$ cat src/hdl/icpdr_pkg.sv
// Constants and types shared by the input clock and PLL divider register slice
package icpdr_pkg;
	// Bus geometry
	localparam int ICPDR_ADDR_W = 8;
	localparam int ICPDR_DATA_W = 32;
	// Register indices; byte address is four times the index
	localparam logic [5:0] ICPDR_IDX_INPUT_CLOCK_CONTROL = 6'h33;
	localparam logic [5:0] ICPDR_IDX_REFERENCE_DIVIDER = 6'h34;
	localparam logic [5:0] ICPDR_IDX_MULTIPLIER_DIVIDER = 6'h35;
	localparam logic [5:0] ICPDR_IDX_REF_PATH_STATUS = 6'h36;
	// Values after reset
	localparam logic [7:0] ICPDR_RST_INPUT_CLOCK_CONTROL = 8'h03;
	localparam logic [2:0] ICPDR_RST_REFERENCE_DIVIDER = 3'h0;
	localparam logic [4:0] ICPDR_RST_MULTIPLIER_DIVIDER = 5'h00;
	// Field positions in input_clock_control
	localparam int ICPDR_BIT_INPUT_MUX_BYPASS = 7;
	localparam int ICPDR_BIT_KEEP_ALT_OSC = 2;
	localparam int ICPDR_BIT_ALT_BUFFER_GAIN = 1;
	localparam int ICPDR_BIT_MAIN_BUFFER_GAIN = 0;
	// Field positions in ref_path_status
	localparam int ICPDR_BIT_STAT_ACTIVE_ALT = 0;
	localparam int ICPDR_BIT_STAT_ALT_BUF_ON = 1;
	// Divider field widths
	localparam int ICPDR_REF_DIV_W = 3;
	localparam int ICPDR_M_DIV_W = 5;
	// Bus slave states
	typedef enum logic [0:0]
	{
		ICPDR_BUS_IDLE = 1'b0,
		ICPDR_BUS_ACK = 1'b1
	} icpdr_bus_state_t;
endpackage

$ cat src/hdl/icpdr_ref_mux.sv
// Glitch-less reference multiplexer with a bypass path
`timescale 1ns/1ps
`default_nettype none
module icpdr_ref_mux
(
	input wire logic i_clk,
	input wire logic i_arst_n,
	input wire logic i_main_ref,
	input wire logic i_alt_ref,
	input wire logic i_sel_alt,
	input wire logic i_bypass,
	output logic o_ref,
	output logic o_active_alt
);
	logic out_ff;
	logic active_ff;
	logic cur_src;
	logic new_src;

	// Source now feeding the output and the one requested
	assign cur_src = active_ff ? i_alt_ref : i_main_ref;
	assign new_src = i_sel_alt ? i_alt_ref : i_main_ref;

	// Selection follows at once in bypass, else only while the output and the requested source are low
	always_ff @(posedge i_clk or negedge i_arst_n)
	begin
		if (!i_arst_n)
			active_ff <= 1'b0;
		else if (i_bypass)
			active_ff <= i_sel_alt;
		else if ((active_ff != i_sel_alt) && !out_ff && !new_src)
			active_ff <= i_sel_alt;
	end

	// Output level; the switch cycle is forced low so no runt pulse escapes
	always_ff @(posedge i_clk or negedge i_arst_n)
	begin
		if (!i_arst_n)
			out_ff <= 1'b0;
		else if (i_bypass)
			out_ff <= new_src;
		else if ((active_ff != i_sel_alt) && !out_ff && !new_src)
			out_ff <= 1'b0;
		else
			out_ff <= cur_src;
	end

	assign o_ref = out_ff;
	assign o_active_alt = active_ff;
endmodule
`default_nettype wire

$ cat src/hdl/icpdr_ratio_div.sv
// Programmable ratio divider: code zero bypasses, code n divides by n plus one
`timescale 1ns/1ps
`default_nettype none
module icpdr_ratio_div
#(
	parameter int W = 3
)
(
	input wire logic i_clk,
	input wire logic i_arst_n,
	input wire logic i_in,
	input wire logic [W-1:0] i_ratio,
	output logic o_out
);
	logic in_d_ff;
	logic [W-1:0] cnt_ff;
	logic [W-1:0] nxt_cnt;
	logic out_ff;
	logic rise;
	logic wrap;
	logic [W-1:0] ratio_d_ff;
	logic settled_ff;

	// High time in input periods, rounded up for odd ratios
	function automatic logic [W:0] half_of(input logic [W-1:0] code);
		logic [W:0] sum;
		sum = {1'b0, code} + {{(W-1){1'b0}}, 2'b10};
		return sum >> 1;
	endfunction

	assign rise = i_in && !in_d_ff;
	assign wrap = rise && (cnt_ff >= i_ratio);
	assign nxt_cnt = (cnt_ff >= i_ratio) ? '0 : (cnt_ff + {{(W-1){1'b0}}, 1'b1});

	// Edge detect on the input level
	always_ff @(posedge i_clk or negedge i_arst_n)
	begin
		if (!i_arst_n)
			in_d_ff <= 1'b0;
		else
			in_d_ff <= i_in;
	end

	// Counts input rises; a shrunk ratio wraps on the next rise
	always_ff @(posedge i_clk or negedge i_arst_n)
	begin
		if (!i_arst_n)
			cnt_ff <= '0;
		else if (i_ratio == '0)
			cnt_ff <= '0;
		else if (rise)
			cnt_ff <= nxt_cnt;
	end

	// Bypass passes the level, else high for the first half of each cycle
	always_ff @(posedge i_clk or negedge i_arst_n)
	begin
		if (!i_arst_n)
			out_ff <= 1'b0;
		else if (i_ratio == '0)
			out_ff <= i_in;
		else if (rise)
			out_ff <= ({1'b0, nxt_cnt} < half_of(i_ratio));
	end

	assign o_out = out_ff;

	// Check helper: last cycle's code, so a ratio change can be seen
	always_ff @(posedge i_clk or negedge i_arst_n)
	begin
		if (!i_arst_n)
			ratio_d_ff <= '0;
		else
			ratio_d_ff <= i_ratio;
	end

	// Check helper: a wrap seen since the code last changed; before it the phase is irregular
	always_ff @(posedge i_clk or negedge i_arst_n)
	begin
		if (!i_arst_n)
			settled_ff <= 1'b0;
		else if (i_ratio != ratio_d_ff)
			settled_ff <= 1'b0;
		else if (wrap)
			settled_ff <= 1'b1;
	end
endmodule
`default_nettype wire

$ cat src/hdl/icpdr_regs_top.sv
// Input clock control and PLL divider registers with Avalon-MM slave
//
// Behaviour
// - Bypass bit routes references around the glitch-less mux; resets to zero.
// - Keep bit zero: alternate buffer turns off after returning to main input.
// - Keep bit one: alternate buffer stays powered after returning to main input.
// - Alternate buffer gain bit: zero minimum, one maximum; resets to one.
// - Main buffer gain bit: zero minimum, one maximum; resets to one.
// - Reference divider code zero bypasses; code n divides by n plus one.
// - M divider code zero bypasses; code n divides by n plus one.
//
// Design decision made here: register access over Avalon-MM.
`timescale 1ns/1ps
`default_nettype none
module icpdr_regs_top
(
	input wire logic I_SYS_CLK,
	input wire logic I_ARST_N,
	input wire logic [7:0] I_AVS_ADDRESS,
	input wire logic I_AVS_READ,
	input wire logic I_AVS_WRITE,
	input wire logic [31:0] I_AVS_WRITEDATA,
	input wire logic [3:0] I_AVS_BYTEENABLE,
	output logic [31:0] O_AVS_READDATA,
	output logic O_AVS_WAITREQUEST,
	input wire logic I_MAIN_REF,
	input wire logic I_ALT_REF,
	input wire logic I_REF_SEL_ALT,
	output logic O_PLL_REF,
	output logic O_ALT_BUF_EN,
	output logic O_ALT_BUF_GAIN_MAX,
	output logic O_MAIN_BUF_GAIN_MAX
);
	icpdr_pkg::icpdr_bus_state_t state_ff;
	logic waitreq_ff;
	logic [31:0] readdata_ff;
	logic [31:0] nxt_readdata;
	logic [7:0] input_clock_control_ff;
	logic [2:0] reference_divider_ff;
	logic [4:0] multiplier_divider_ff;
	logic alt_buf_en_ff;
	logic main_meta_ff;
	logic main_sync_ff;
	logic alt_meta_ff;
	logic alt_sync_ff;
	logic sel_meta_ff;
	logic sel_sync_ff;
	logic hit_ctl;
	logic hit_rdiv;
	logic hit_mdiv;
	logic hit_stat;
	logic req_take;
	logic wr_commit;
	logic wr_low_byte;
	logic active_alt;
	logic mux_ref;
	logic ref_div_out;
	logic input_mux_bypass;
	logic keep_alt_osc_after_return;

	// Word index match; the two low address bits are ignored
	function automatic logic reg_hit(input logic [7:0] addr, input logic [5:0] idx);
		return addr[7:2] == idx;
	endfunction

	assign hit_ctl = reg_hit(I_AVS_ADDRESS, icpdr_pkg::ICPDR_IDX_INPUT_CLOCK_CONTROL);
	assign hit_rdiv = reg_hit(I_AVS_ADDRESS, icpdr_pkg::ICPDR_IDX_REFERENCE_DIVIDER);
	assign hit_mdiv = reg_hit(I_AVS_ADDRESS, icpdr_pkg::ICPDR_IDX_MULTIPLIER_DIVIDER);
	assign hit_stat = reg_hit(I_AVS_ADDRESS, icpdr_pkg::ICPDR_IDX_REF_PATH_STATUS);

	// Request accepted in idle; write lands on the edge the master sees the answer
	assign req_take = (state_ff == icpdr_pkg::ICPDR_BUS_IDLE) && (I_AVS_READ || I_AVS_WRITE);
	assign wr_commit = (state_ff == icpdr_pkg::ICPDR_BUS_ACK) && I_AVS_WRITE;
	assign wr_low_byte = wr_commit && I_AVS_BYTEENABLE[0];

	// Field views
	assign input_mux_bypass = input_clock_control_ff[icpdr_pkg::ICPDR_BIT_INPUT_MUX_BYPASS];
	assign keep_alt_osc_after_return = input_clock_control_ff[icpdr_pkg::ICPDR_BIT_KEEP_ALT_OSC];

	// Pin synchronisers, two stages each
	always_ff @(posedge I_SYS_CLK or negedge I_ARST_N)
	begin
		if (!I_ARST_N)
		begin
			main_meta_ff <= 1'b0;
			main_sync_ff <= 1'b0;
		end
		else
		begin
			main_meta_ff <= I_MAIN_REF;
			main_sync_ff <= main_meta_ff;
		end
	end

	always_ff @(posedge I_SYS_CLK or negedge I_ARST_N)
	begin
		if (!I_ARST_N)
		begin
			alt_meta_ff <= 1'b0;
			alt_sync_ff <= 1'b0;
		end
		else
		begin
			alt_meta_ff <= I_ALT_REF;
			alt_sync_ff <= alt_meta_ff;
		end
	end

	always_ff @(posedge I_SYS_CLK or negedge I_ARST_N)
	begin
		if (!I_ARST_N)
		begin
			sel_meta_ff <= 1'b0;
			sel_sync_ff <= 1'b0;
		end
		else
		begin
			sel_meta_ff <= I_REF_SEL_ALT;
			sel_sync_ff <= sel_meta_ff;
		end
	end

	// Two-edge handshake: one wait cycle, then one answer cycle
	always_ff @(posedge I_SYS_CLK or negedge I_ARST_N)
	begin
		if (!I_ARST_N)
		begin
			state_ff <= icpdr_pkg::ICPDR_BUS_IDLE;
			waitreq_ff <= 1'b1;
		end
		else
		begin
			case (state_ff)
				icpdr_pkg::ICPDR_BUS_IDLE:
				begin
					if (req_take)
					begin
						state_ff <= icpdr_pkg::ICPDR_BUS_ACK;
						waitreq_ff <= 1'b0;
					end
				end
				icpdr_pkg::ICPDR_BUS_ACK:
				begin
					state_ff <= icpdr_pkg::ICPDR_BUS_IDLE;
					waitreq_ff <= 1'b1;
				end
				default:
				begin
					state_ff <= icpdr_pkg::ICPDR_BUS_IDLE;
					waitreq_ff <= 1'b1;
				end
			endcase
		end
	end

	// Read value; unmapped words and reserved divider bits read as zero
	always_comb
	begin
		nxt_readdata = 32'h00000000;
		if (hit_ctl)
			nxt_readdata[7:0] = input_clock_control_ff;
		else if (hit_rdiv)
			nxt_readdata[2:0] = reference_divider_ff;
		else if (hit_mdiv)
			nxt_readdata[4:0] = multiplier_divider_ff;
		else if (hit_stat)
		begin
			nxt_readdata[icpdr_pkg::ICPDR_BIT_STAT_ACTIVE_ALT] = active_alt;
			nxt_readdata[icpdr_pkg::ICPDR_BIT_STAT_ALT_BUF_ON] = alt_buf_en_ff;
		end
	end

	// Read data captured on accept and held through the answer cycle
	always_ff @(posedge I_SYS_CLK or negedge I_ARST_N)
	begin
		if (!I_ARST_N)
			readdata_ff <= 32'h00000000;
		else if (req_take && I_AVS_READ)
			readdata_ff <= nxt_readdata;
	end

	// Control byte; reserved bits are stored as written and read back
	always_ff @(posedge I_SYS_CLK or negedge I_ARST_N)
	begin
		if (!I_ARST_N)
			input_clock_control_ff <= icpdr_pkg::ICPDR_RST_INPUT_CLOCK_CONTROL;
		else if (wr_low_byte && hit_ctl)
			input_clock_control_ff <= I_AVS_WRITEDATA[7:0];
	end

	// Divider codes; bits above each field are dropped on write
	always_ff @(posedge I_SYS_CLK or negedge I_ARST_N)
	begin
		if (!I_ARST_N)
			reference_divider_ff <= icpdr_pkg::ICPDR_RST_REFERENCE_DIVIDER;
		else if (wr_low_byte && hit_rdiv)
			reference_divider_ff <= I_AVS_WRITEDATA[2:0];
	end

	always_ff @(posedge I_SYS_CLK or negedge I_ARST_N)
	begin
		if (!I_ARST_N)
			multiplier_divider_ff <= icpdr_pkg::ICPDR_RST_MULTIPLIER_DIVIDER;
		else if (wr_low_byte && hit_mdiv)
			multiplier_divider_ff <= I_AVS_WRITEDATA[4:0];
	end

	// Alternate buffer: on while selected, kept after return only if asked
	always_ff @(posedge I_SYS_CLK or negedge I_ARST_N)
	begin
		if (!I_ARST_N)
			alt_buf_en_ff <= 1'b0;
		else
			alt_buf_en_ff <= active_alt || (alt_buf_en_ff && keep_alt_osc_after_return);
	end

	// Reference path: mux, then reference divider, then M divider
	icpdr_ref_mux u_ref_mux
	(
		.i_clk(I_SYS_CLK),
		.i_arst_n(I_ARST_N),
		.i_main_ref(main_sync_ff),
		.i_alt_ref(alt_sync_ff),
		.i_sel_alt(sel_sync_ff),
		.i_bypass(input_mux_bypass),
		.o_ref(mux_ref),
		.o_active_alt(active_alt)
	);

	icpdr_ratio_div #(.W(icpdr_pkg::ICPDR_REF_DIV_W)) u_ref_div
	(
		.i_clk(I_SYS_CLK),
		.i_arst_n(I_ARST_N),
		.i_in(mux_ref),
		.i_ratio(reference_divider_ff),
		.o_out(ref_div_out)
	);

	icpdr_ratio_div #(.W(icpdr_pkg::ICPDR_M_DIV_W)) u_m_div
	(
		.i_clk(I_SYS_CLK),
		.i_arst_n(I_ARST_N),
		.i_in(ref_div_out),
		.i_ratio(multiplier_divider_ff),
		.o_out(O_PLL_REF)
	);

	// Outputs, each straight from a flip-flop
	assign O_AVS_READDATA = readdata_ff;
	assign O_AVS_WAITREQUEST = waitreq_ff;
	assign O_ALT_BUF_EN = alt_buf_en_ff;
	assign O_ALT_BUF_GAIN_MAX = input_clock_control_ff[icpdr_pkg::ICPDR_BIT_ALT_BUFFER_GAIN];
	assign O_MAIN_BUF_GAIN_MAX = input_clock_control_ff[icpdr_pkg::ICPDR_BIT_MAIN_BUFFER_GAIN];

	// Helper bits for the checks below
	logic wr_alt_gain;
	logic wr_main_gain;
	assign wr_alt_gain = I_AVS_WRITEDATA[icpdr_pkg::ICPDR_BIT_ALT_BUFFER_GAIN];
	assign wr_main_gain = I_AVS_WRITEDATA[icpdr_pkg::ICPDR_BIT_MAIN_BUFFER_GAIN];
endmodule
`default_nettype wire

$ cat config.mk
export PLATFORM = sky130hd
export DESIGN_NAME = icpdr_regs_top
export DESIGN_NICKNAME = d
export VERILOG_FILES = /design/src/hdl/icpdr_pkg.sv /design/src/hdl/icpdr_ref_mux.sv /design/src/hdl/icpdr_ratio_div.sv /design/src/hdl/icpdr_regs_top.sv
export SDC_FILE = /design/constraint.sdc
export NUM_CORES = 1
export LEC_CHECK = 0
export BUFFER_PORTS_ARGS = -buffer_cell sky130_fd_sc_hd__buf_2
export CAP_MARGIN = 30
export CORE_ASPECT_RATIO = 1.2
export CORE_MARGIN = 1
export CORE_UTILIZATION = 51
export CTS_CLUSTER_DIAMETER = 150
export DETAILED_ROUTE_END_ITERATION = 10
export HOLD_SLACK_MARGIN = 0.03
export PLACE_DENSITY = 0.81
export SYNTH_ARGS = -nofsm -noshare
export SYNTH_HDL_FRONTEND = slang
export SYNTH_SLANG_ARGS = --single-unit
$ cat constraint.sdc
create_clock -name I_SYS_CLK -period 2.4 [get_ports I_SYS_CLK]
set_input_delay 0.24 -clock I_SYS_CLK [delete_from_list [all_inputs] [get_ports I_SYS_CLK]]
set_output_delay 0.24 -clock I_SYS_CLK [all_outputs]
set_load 0.01 [all_outputs]
==> results of run 1 <==
[worst max path at each step]
stage / from / endpoint / slack [ps] / cells past startpoint
2_1_floorplan: multiplier_divider_ff[2]$_DFFE_PN0P_ / u_m_div.o_out$_DFFE_PN0P_ / 180 / 12
3_3_place_gp: multiplier_divider_ff[0]$_DFFE_PN0P_ / u_m_div.o_out$_DFFE_PN0P_ / 160 / 11
3_5_place_dp: multiplier_divider_ff[0]$_DFFE_PN0P_ / u_m_div.o_out$_DFFE_PN0P_ / 40 / 11
4_1_cts: multiplier_divider_ff[0]$_DFFE_PN0P_ / u_m_div.o_out$_DFFE_PN0P_ / 20 / 11
5_1_grt: u_m_div.cnt_ff[1]$_DFFE_PN0P_ / u_m_div.o_out$_DFFE_PN0P_ / -180 / 10
6_report: multiplier_divider_ff[0]$_DFFE_PN0P_ / u_m_div.o_out$_DFFE_PN0P_ / -70 / 11
[sequential cells by signal (all words and copies together) (netlist names), 3 cells and up]
name / cells
multiplier_divider_ff: 5
O_AVS_READDATA: 8
u_ref_div.cnt_ff: 3
reference_divider_ff: 3
u_m_div.cnt_ff: 5
input_clock_control_ff: 8
[power by group]
group          switching (mW)  internal, mW
Sequential              0.104         0.904
Clock                   0.292         0.211
Combinational           0.513         0.472
[area by class of cell]
type | count | area, sq um
Clock inverter | 3 | 22.52
Multi-Input combinational cell | 199 | 1335
Fill cell | 406 | 1901
Inverter | 15 | 56.30
Tap cell | 60 | 75.07
Clock buffer | 5 | 68.82
Timing Repair Buffer | 50 | 300.3
Sequential cell | 47 | 1181
[logic make-up (layout without fill, tap and decap cells)]
group	after synthesis	count (layout)	share of synthesized area
simple gates	92	92	0.1794
mux	13	13	0.05505
flops	47	47	0.4476
buf+inv	43	73	0.09729
other cells	1	24	0.001422
fa+ha+maj	18	18	0.08543
xor+xnor	6	6	0.01993
compound gates	46	46	0.1139
[metal layers]
layer,global-route usage,vias to the layer above
met5,0,-
met4,0.08085,0
met3,0.04213,11
met2,0.3723,69
met1,0.2402,988
li1,-,981
[cells in the mapped netlist (2+ instances only)]
library cell,number,area share
nand4_1,2,0.0047
o2bb2ai_1,2,0.0066
inv_1,15,0.021
nand2b_1,2,0.0047
xnor2_1,4,0.013
xor2_1,2,0.0066
dfstp_2,3,0.030
a21oi_1,12,0.023
ha_1,18,0.085
nor2_1,24,0.034
a221oi_1,5,0.017
nand2_1,29,0.041
clkbuf_1,2,0.0028
buf_4,25,0.071
and4_1,2,0.0066
mux2_1,10,0.043
nand3_1,9,0.017
o21ai_0,6,0.011
dfrtp_1,44,0.42
or4_1,3,0.0085
mux2_2,2,0.0085
a31oi_1,4,0.0095
a22oi_1,3,0.0085
o21ai_1,7,0.013
or3_1,4,0.0095
nor2b_1,6,0.014
nor2b_2,2,0.0066
a21o_1,2,0.0057
nor3b_1,2,0.0057
[critical path, stage by stage, from the launching register on]
cell,delay (ps)
dfrtp_1,410
ha_1,320
nor2b_2,140
o21ai_2,100
a31o_4,260
nor2_1,140
ha_1,260
nand4_1,100
nor2_1,50
nor4_1,300
o311ai_1,180
o211ai_1,110
[timing repair]
item	CTS	global route
endpoints found under the setup margin	0	1
gates resized for setup	0	10
hold endpoints to repair	4	1
buffers inserted	0	4
hold buffers	3	1
==> out/metrics.yaml, run 1 <==
outcome: "finished, violations left"
violations: "setup timing"
final_common_cell: "dfrtp_1"
cts-root-buf: "clkbuf_8"
core_sq_mm: 0.004940
antennaDiodeCount: 0
synthCells: 266
setup_viol: 1
fin_crit_sh: 1.028
clockBufferDepth: 2
max_freq_mhz: 405.3
rows: 28
cts_made_buffers: 5
die_y_um: 80.76
drtPass1Iterations: 4
critPathMaxFanout: 6
hold-worst-slack_ps: 137.9
place_congestion: 0.8643
period_needed_ps: 2467
grt_start_max_net_pins: 48
dp_hpwl_mm: 3.740
yosysWarnings: 0
ff2ff_setup_slack_ps: -70
viasPerCell: 5.406
power.total_mw: 2.497
port_buffers: 34
p_per_area_mw_per_mm2: 821.5
clk_pin_slew_ps: 90
ctsHtreeMaxLevel: 2
dp_slack_ps: 42.95
drive_gt1_frac: 0.2382
die_x_um: 67.63
final_area_sq_mm: 0.003039
async_reset_ff_frac: 1.000
hold_path_startpoint: "I_AVS_WRITEDATA[5]"
drv_cap: 0
avgRoutedWirePerCell_um: 13.76
grt_pass1_vias: 2027
worstHoldEndpoint: "input_clock_control_ff[5]$_DFFE_PN0P_"
path_class: "reg -> reg"
cts_tree: "done"
crit_required_ps: 2630
met3_length_um: 241
worst_pin_slew_ps: 679.4
final_util: 0.6152
grt_pass1_wl_mm: 8.535
syn_area_sq_mm: 0.002636
drc_errors: 0
clock-sinks: 47
met1_length_mm: 2.167
dp.cells: 363
wl_met2_mm: 2.686
ys_seq_elements: 47
r2r-end: "u_m_div.o_out$_DFFE_PN0P_"
synth_edf_count: 0
rsz0062_at_grt: "yes"
start_util: 0.5337
ys_types: 44
ir_drop_uv: 418.8
synth_ff_type: "dfrtp_1"
drtIter0Drc: 48
min_path_cells: 2
hold_class: "in -> reg"
worst_setup_path_start_kind: "flop"
cp.arrival_ps: 2700
skew_ps: 7.032
worstSetupEndpointType: "flop"
syn_to_final_growth_pct: 15.28
drtAntennaViolNets: 0
top_layer: "met4"
drv_slew: 0
num_vias: 2049
r2r_cells: 11
final_cell_count_no_fill: 379
r2r-start: "multiplier_divider_ff[0]$_DFFE_PN0P_"
track_usage: 0.2090
layout_setup_ws_ps: -67.19
leakage_nw: 1.471
ioPinCount: 88
antenna_found_initial: 0
wl_mm: 5.214
insertion_delay_ps: 310
ys_seq_area_frac: 0.4476
finalHoldViolations: 0
synth.avg_cell_area_sq_um: 9.911
relSlewSlack: 0.5436
layout_common_cells: "dfrtp_1 (43), buf_2 (34), nand2_1 (29)"
dieArea_sq_mm: 0.005462
final_nets: 387
finalSetupTns_ps: -67.19
post_dp_cell_area_sq_mm: 0.002828
grt_overflow: 0
No activity file was read; power rests on OpenSTA's default activity.
==> run 2: changes to the inputs <==
--- a/config.mk
+++ b/config.mk
@@ -7,13 +7,15 @@
 export LEC_CHECK = 0
 export BUFFER_PORTS_ARGS = -buffer_cell sky130_fd_sc_hd__buf_2
 export CAP_MARGIN = 30
+export CELL_PAD_IN_SITES_DETAIL_PLACEMENT = 1
+export CELL_PAD_IN_SITES_GLOBAL_PLACEMENT = 1
 export CORE_ASPECT_RATIO = 1.2
-export CORE_MARGIN = 1
-export CORE_UTILIZATION = 51
+export CORE_MARGIN = 2
+export CORE_UTILIZATION = 38
 export CTS_CLUSTER_DIAMETER = 150
 export DETAILED_ROUTE_END_ITERATION = 10
 export HOLD_SLACK_MARGIN = 0.03
-export PLACE_DENSITY = 0.81
+export PLACE_DENSITY_LB_ADDON = 0.1
 export SYNTH_ARGS = -nofsm -noshare
 export SYNTH_HDL_FRONTEND = slang
 export SYNTH_SLANG_ARGS = --single-unit
==> run 2 against run 1 <==
Compared with the run above:
- the run still ends with setup timing left
- wire length rose by 18%
- critical endpoint unchanged
- largest cell class unchanged
- clock power rose by 22%
- first-iteration DRC count is 2.1% higher
- highest routed layer unchanged
- power increased by 15%
- sequential power about the same
- cell area up 6.5%
- fmax is 2.5% higher
==> out/metrics.yaml, run 2 (synthesis gave the netlist of run 1 again) <==
met3_length_um: 221
ioPinCount: 88
period_needed_ps: 2407
dieArea_sq_mm: 0.007623
grt_pass1_vias: 2092
cp_slowest_cell: "dfrtp_1"
core_sq_mm: 0.006771
final_nets: 394
path_buf_inv: 0
multi_input_comb_area_sq_mm: 0.001420
ctsHtreeMaxLevel: 2
path_class: "reg -> reg"
track_usage: 0.1652
p_per_area_mw_per_mm2: 887.3
num_vias: 2035
start_util: 0.3893
post_dp_cell_area_sq_mm: 0.002922
n_fill_cell: 797
leakage_nw: 1.532
finalHoldViolations: 0
outcome: "finished, violations left"
final_area_sq_mm: 0.003236
cp.arrival_ps: 2630
place_congestion: 0.7338
port_buffers: 34
wl_mm: 6.171
worstSetupEndpointType: "flop"
drtPass1Iterations: 4
crit_required_ps: 2630
max_freq_mhz: 415.5
rsz0062_at_grt: "yes"
slowest_delay_ps: 420
die_x_um: 80.04
insertion_delay_ps: 300
clk_pin_slew_ps: 90
rows: 33
clock-sinks: 47
violations: "setup timing"
syn_to_final_growth_pct: 22.73
grt_overflow: 0
drc_errors: 0
antenna_found_initial: 0
avgRoutedWirePerCell_um: 14.94
viasPerCell: 4.927
clockBufferDepth: 2
grt_start_max_net_pins: 33
worst_pin_slew_ps: 674.1
top_layer: "met4"
dp_hpwl_mm: 4.673
cts-root-buf: "clkbuf_8"
ff_latch_area_sq_mm: 0.001180
cts_tree: "done"
die_y_um: 95.24
worst_setup_path_start_kind: "flop"
setup_viol: 1
drive_gt1_frac: 0.2699
fin_crit_sh: 1.003
skew_ps: 3.011
crit_family: "simple AND/OR/NAND/NOR gates"
critPathMaxFanout: 5
cts_made_buffers: 5
drv_slew: 0
crit_chain: "ha_1 > nor2b_2 > o21ai_4 > a31o_4 > nor2_4 > ha_4 > nand4_1 > nor2_1 > nor4_2 > o311ai_2 > o211ai_1"
antennaDiodeCount: 0
relSlewSlack: 0.5471
grt_pass1_wl_mm: 9.722
dp_slack_ps: 2.012
met1_length_mm: 2.566
hold_class: "in -> reg"
final_common_cell: "dfrtp_1"
drtAntennaViolNets: 0
wl_met2_mm: 3.296
layout_common_cells: "dfrtp_1 (44), buf_2 (34), nand2_1 (28)"
drv_cap: 0
layout_setup_ws_ps: -6.922
ir_drop_uv: 541.5
drtIter0Drc: 49
## run 2: cell types whose count changed in the layout (fill, tap and decap cells not counted), sizes merged
cell	previous run	this run
buf	46	53
bufinv	0	1
clkbuf	5	6
inv	17	15
## run 2: area by class of cell
| class | count | share of cell area |
|---|---|---|
| clock buffer | 6 | 0.02552 |
| clock inverter | 2 | 0.01083 |
| inverter | 15 | 0.01740 |
| multi-input combinational | 199 | 0.4389 |
| sequential | 47 | 0.3647 |
| tap | 87 | 0.03364 |
| timing repair buffer | 57 | 0.1090 |
## run 2: report_power, final
part | internal, mW | switching [mW] | leakage [nW]
sequential | 0.903 | 0.0961 | 0.574
clock | 0.337 | 0.278 | 0.0612
combinational | 0.605 | 0.652 | 0.897
## run 2: per-stage QoR
stage / std cells / power, mW / utilization / hold slack (ps) / setup TNS [ps]
after floorplan: 289 / 1.603 / - / -55.59 / 0
after global placement: 398 / 1.873 / 0.4314 / 185.6 / 0
after detailed placement: 398 / 1.927 / 0.4314 / 189.8 / 0
after CTS: 408 / 2.570 / 0.4527 / 37.08 / 0
after global routing: 413 / 3.087 / 0.4778 / 141.7 / -107.9
final: 413 / 2.871 / 0.4778 / 149.6 / -6.922
## run 2: path summary, 6_finish.rpt
| path | start | to | slack, ps | cells past startpoint |
|---|---|---|---|---|
| hold / removal | I_AVS_WRITEDATA[5] | input_clock_control_ff[5]$_DFFE_PN0P_ | 150 | 2 |
| max in group asynchronous | I_ARST_N | O_AVS_WAITREQUEST$_DFFE_PN1P_ | 1240 | 3 |
| hold reg to reg | main_meta_ff$_DFF_PN0_ | main_sync_ff$_DFF_PN0_ | 350 | 0 |
| min in group asynchronous | I_ARST_N | u_ref_div.in_d_ff$_DFF_PN0_ | 380 | 2 |
| setup reg to reg | multiplier_divider_ff[0]$_DFFE_PN0P_ | u_m_div.o_out$_DFFE_PN0P_ | -7 | 11 |
| setup / recovery | multiplier_divider_ff[0]$_DFFE_PN0P_ | u_m_div.o_out$_DFFE_PN0P_ | -7 | 11 |
## run 2: repair_timing
action	in CTS	in global routing
setup endpoints to repair	1	1
hold endpoints to repair	16	2
pin swaps	0	16
setup buffers	0	3
gates resized for setup	2	19
hold buffers	2	2
## run 2: routing by layer
metal | track usage | vias up
li1 | - | 993
met1 | 0.1986 | 998
met2 | 0.3000 | 35
met3 | 0.03030 | 9
met4 | 0.04661 | 0
met5 | 0 | -
==> run 3: changes to the inputs <==
--- a/config.mk
+++ b/config.mk
@@ -11,7 +11,7 @@
 export CELL_PAD_IN_SITES_GLOBAL_PLACEMENT = 1
 export CORE_ASPECT_RATIO = 1.2
 export CORE_MARGIN = 2
-export CORE_UTILIZATION = 38
+export CORE_UTILIZATION = 34
 export CTS_CLUSTER_DIAMETER = 150
 export DETAILED_ROUTE_END_ITERATION = 10
 export HOLD_SLACK_MARGIN = 0.03
==> constraint.sdc (replaced) <==
create_clock -name I_SYS_CLK -period 2.2 [get_ports I_SYS_CLK]
set_input_delay 0.22 -clock I_SYS_CLK [delete_from_list [all_inputs] [get_ports I_SYS_CLK]]
set_output_delay 0.22 -clock I_SYS_CLK [all_outputs]
set_load 0.01 [all_outputs]
==> run 3 against run 2 <==
Compared with the run above:
- the flow still finishes with violations (setup timing)
- clock skew hardly changed
- largest cell class unchanged
- die area is 11% higher
- critical path type unchanged
- wire length is 2.5% higher
- worst hold slack worse by 25 ps
- core utilization is 4.8 points lower
- first-iteration DRC count is 27% lower
- sequential power is 7% higher
- worst setup slack worse by 100 ps
- critical path depth is 1 higher
==> out/metrics.yaml, run 3 (synthesis gave the netlist of run 1 again) <==
clk_pin_slew_ps: 100
dp_hpwl_mm: 4.651
viasPerCell: 4.809
crit_required_ps: 2420
drive_gt1_frac: 0.2899
layout_setup_ws_ps: -110.4
ioPinCount: 88
place_congestion: 0.7641
final_nets: 406
wl_mm: 6.327
drv_slew: 0
worst_setup_path_start_kind: "flop"
r2r-start: "multiplier_divider_ff[2]$_DFFE_PN0P_"
die_x_um: 84.39
drv_cap: 0
dp_slack_ps: -201.4
n_fill_cell: 921
drc_errors: 0
grt_pass1_vias: 2115
setup_viol: 1
antenna_found_initial: 0
start_util: 0.3460
grt_start_max_net_pins: 48
antennaDiodeCount: 0
min_path_cells: 2
period_needed_ps: 2310
ctsHtreeMaxLevel: 2
cts-root-buf: "clkbuf_8"
final_util: 0.4294
max_freq_mhz: 432.8
worstSetupEndpointType: "flop"
ir_drop_uv: 364.6
hold_class: "in -> reg"
syn_to_final_growth_pct: 24.11
drtIter0Drc: 36
worstHoldEndpoint: "input_clock_control_ff[7]$_DFFE_PN0P_"
final_common_cell: "dfrtp_1"
core_sq_mm: 0.007620
power.total_mw: 3.032
insertion_delay_ps: 300
rows: 35
violations: "setup timing"
worst_pin_slew_ps: 627.5
hold-worst-slack_ps: 124.5
port_buffers: 34
clock-sinks: 47
r2r_cells: 12
ff2ff_setup_slack_ps: -110
r2r-end: "u_m_div.o_out$_DFFE_PN0P_"
final_cell_count_no_fill: 430
leakage_nw: 1.582
finalHoldViolations: 0
cts_tree: "done"
num_vias: 2068
cp.arrival_ps: 2540
dp.cells: 412
drtAntennaViolNets: 0
drtPass1Iterations: 4
path_class: "reg -> reg"
avgRoutedWirePerCell_um: 14.71
critPathMaxFanout: 5
outcome: "finished, violations left"
cts_made_buffers: 5
fin_crit_sh: 1.050
rsz0062_at_grt: "yes"
track_usage: 0.1585
dieArea_sq_mm: 0.008477
hold_path_startpoint: "I_AVS_WRITEDATA[7]"
grt_overflow: 0
die_y_um: 100.5
grt_pass1_wl_mm: 10.66
layout_common_cells: "dfrtp_1 (44), buf_2 (34), buf_4 (31)"
skew_ps: 3.238
p_per_area_mw_per_mm2: 926.8
clockBufferDepth: 2
relSlewSlack: 0.5817
==> run 3: cell count changes in the layout (fill, tap and decap cells not counted), moves of 3 or more <==
| cell | delta |
|---|---|
| buf_4 | +12 |
| ha_1 | +3 |
| ha_4 | -3 |
| nor2_2 | +3 |
| nor2_4 | -3 |
==> run 3: what timing repair did <==
action / in CTS / in global routing
setup endpoints to repair: 1 / 2
pin swaps: 17 / 4
endpoints found under the hold margin: 4 / 0
hold buffers: 4 / 0
gates resized for setup: 10 / 4
setup buffers: 4 / 2
==> run 3: area by class of cell <==
type / instances / area [sq um] / area share
Multi-Input combinational cell: 199 / 1363 / 0.4164
Sequential cell: 47 / 1180 / 0.3606
Timing Repair Buffer: 69 / 442.9 / 0.1354
Tap cell: 92 / 115.1 / 0.03518
Clock buffer: 5 / 68.82 / 0.02103
Inverter: 15 / 56.30 / 0.01721
Clock inverter: 3 / 46.29 / 0.01415
==> run 3: critical path: stages (launching register included) <==
cell	delay [ps]
dfrtp_1	410
inv_2	90
ha_4	220
a21oi_4	160
o21ai_4	80
a31o_4	260
nor2_2	90
ha_1	250
nand4_1	120
nor2_1	80
nor4_2	180
o311ai_2	160
o211ai_1	120
==> run 3: worst max-delay path by stage <==
stage | startpoint | endpoint | cells past startpoint
after floorplan | multiplier_divider_ff[2]$_DFFE_PN0P_ | u_m_div.o_out$_DFFE_PN0P_ | 12
after global placement | u_m_div.cnt_ff[2]$_DFFE_PN0P_ | u_m_div.o_out$_DFFE_PN0P_ | 11
after detailed placement | u_m_div.cnt_ff[2]$_DFFE_PN0P_ | u_m_div.o_out$_DFFE_PN0P_ | 11
after CTS | multiplier_divider_ff[2]$_DFFE_PN0P_ | u_m_div.o_out$_DFFE_PN0P_ | 12
after global routing | multiplier_divider_ff[2]$_DFFE_PN0P_ | u_m_div.o_out$_DFFE_PN0P_ | 12
final | multiplier_divider_ff[2]$_DFFE_PN0P_ | u_m_div.o_out$_DFFE_PN0P_ | 12
==> run 3: routing by layer <==
layer | GRT usage | vias to the layer above | wire [um]
li1 | - | 1016 | -
met3 | 0.03112 | 6 | 213
met2 | 0.2827 | 39 | 3360
met5 | 0 | - | 0
met4 | 0.04640 | 0 | 65
met1 | 0.1950 | 1007 | 2687
==> run 3: stage by stage <==
stage,TNS [ps],instance area (sq um)
finish,-110.4,3272
global route,-316.5,3272
CTS,-159.3,3231
detailed placement,-201.4,3002
global placement,-75.21,3002
floorplan,0,2729
==> run 3: report_power, final <==
group	internal (mW)	switching, mW
clock	0.343	0.326
combinational	0.640	0.650
sequential	0.985	0.0894
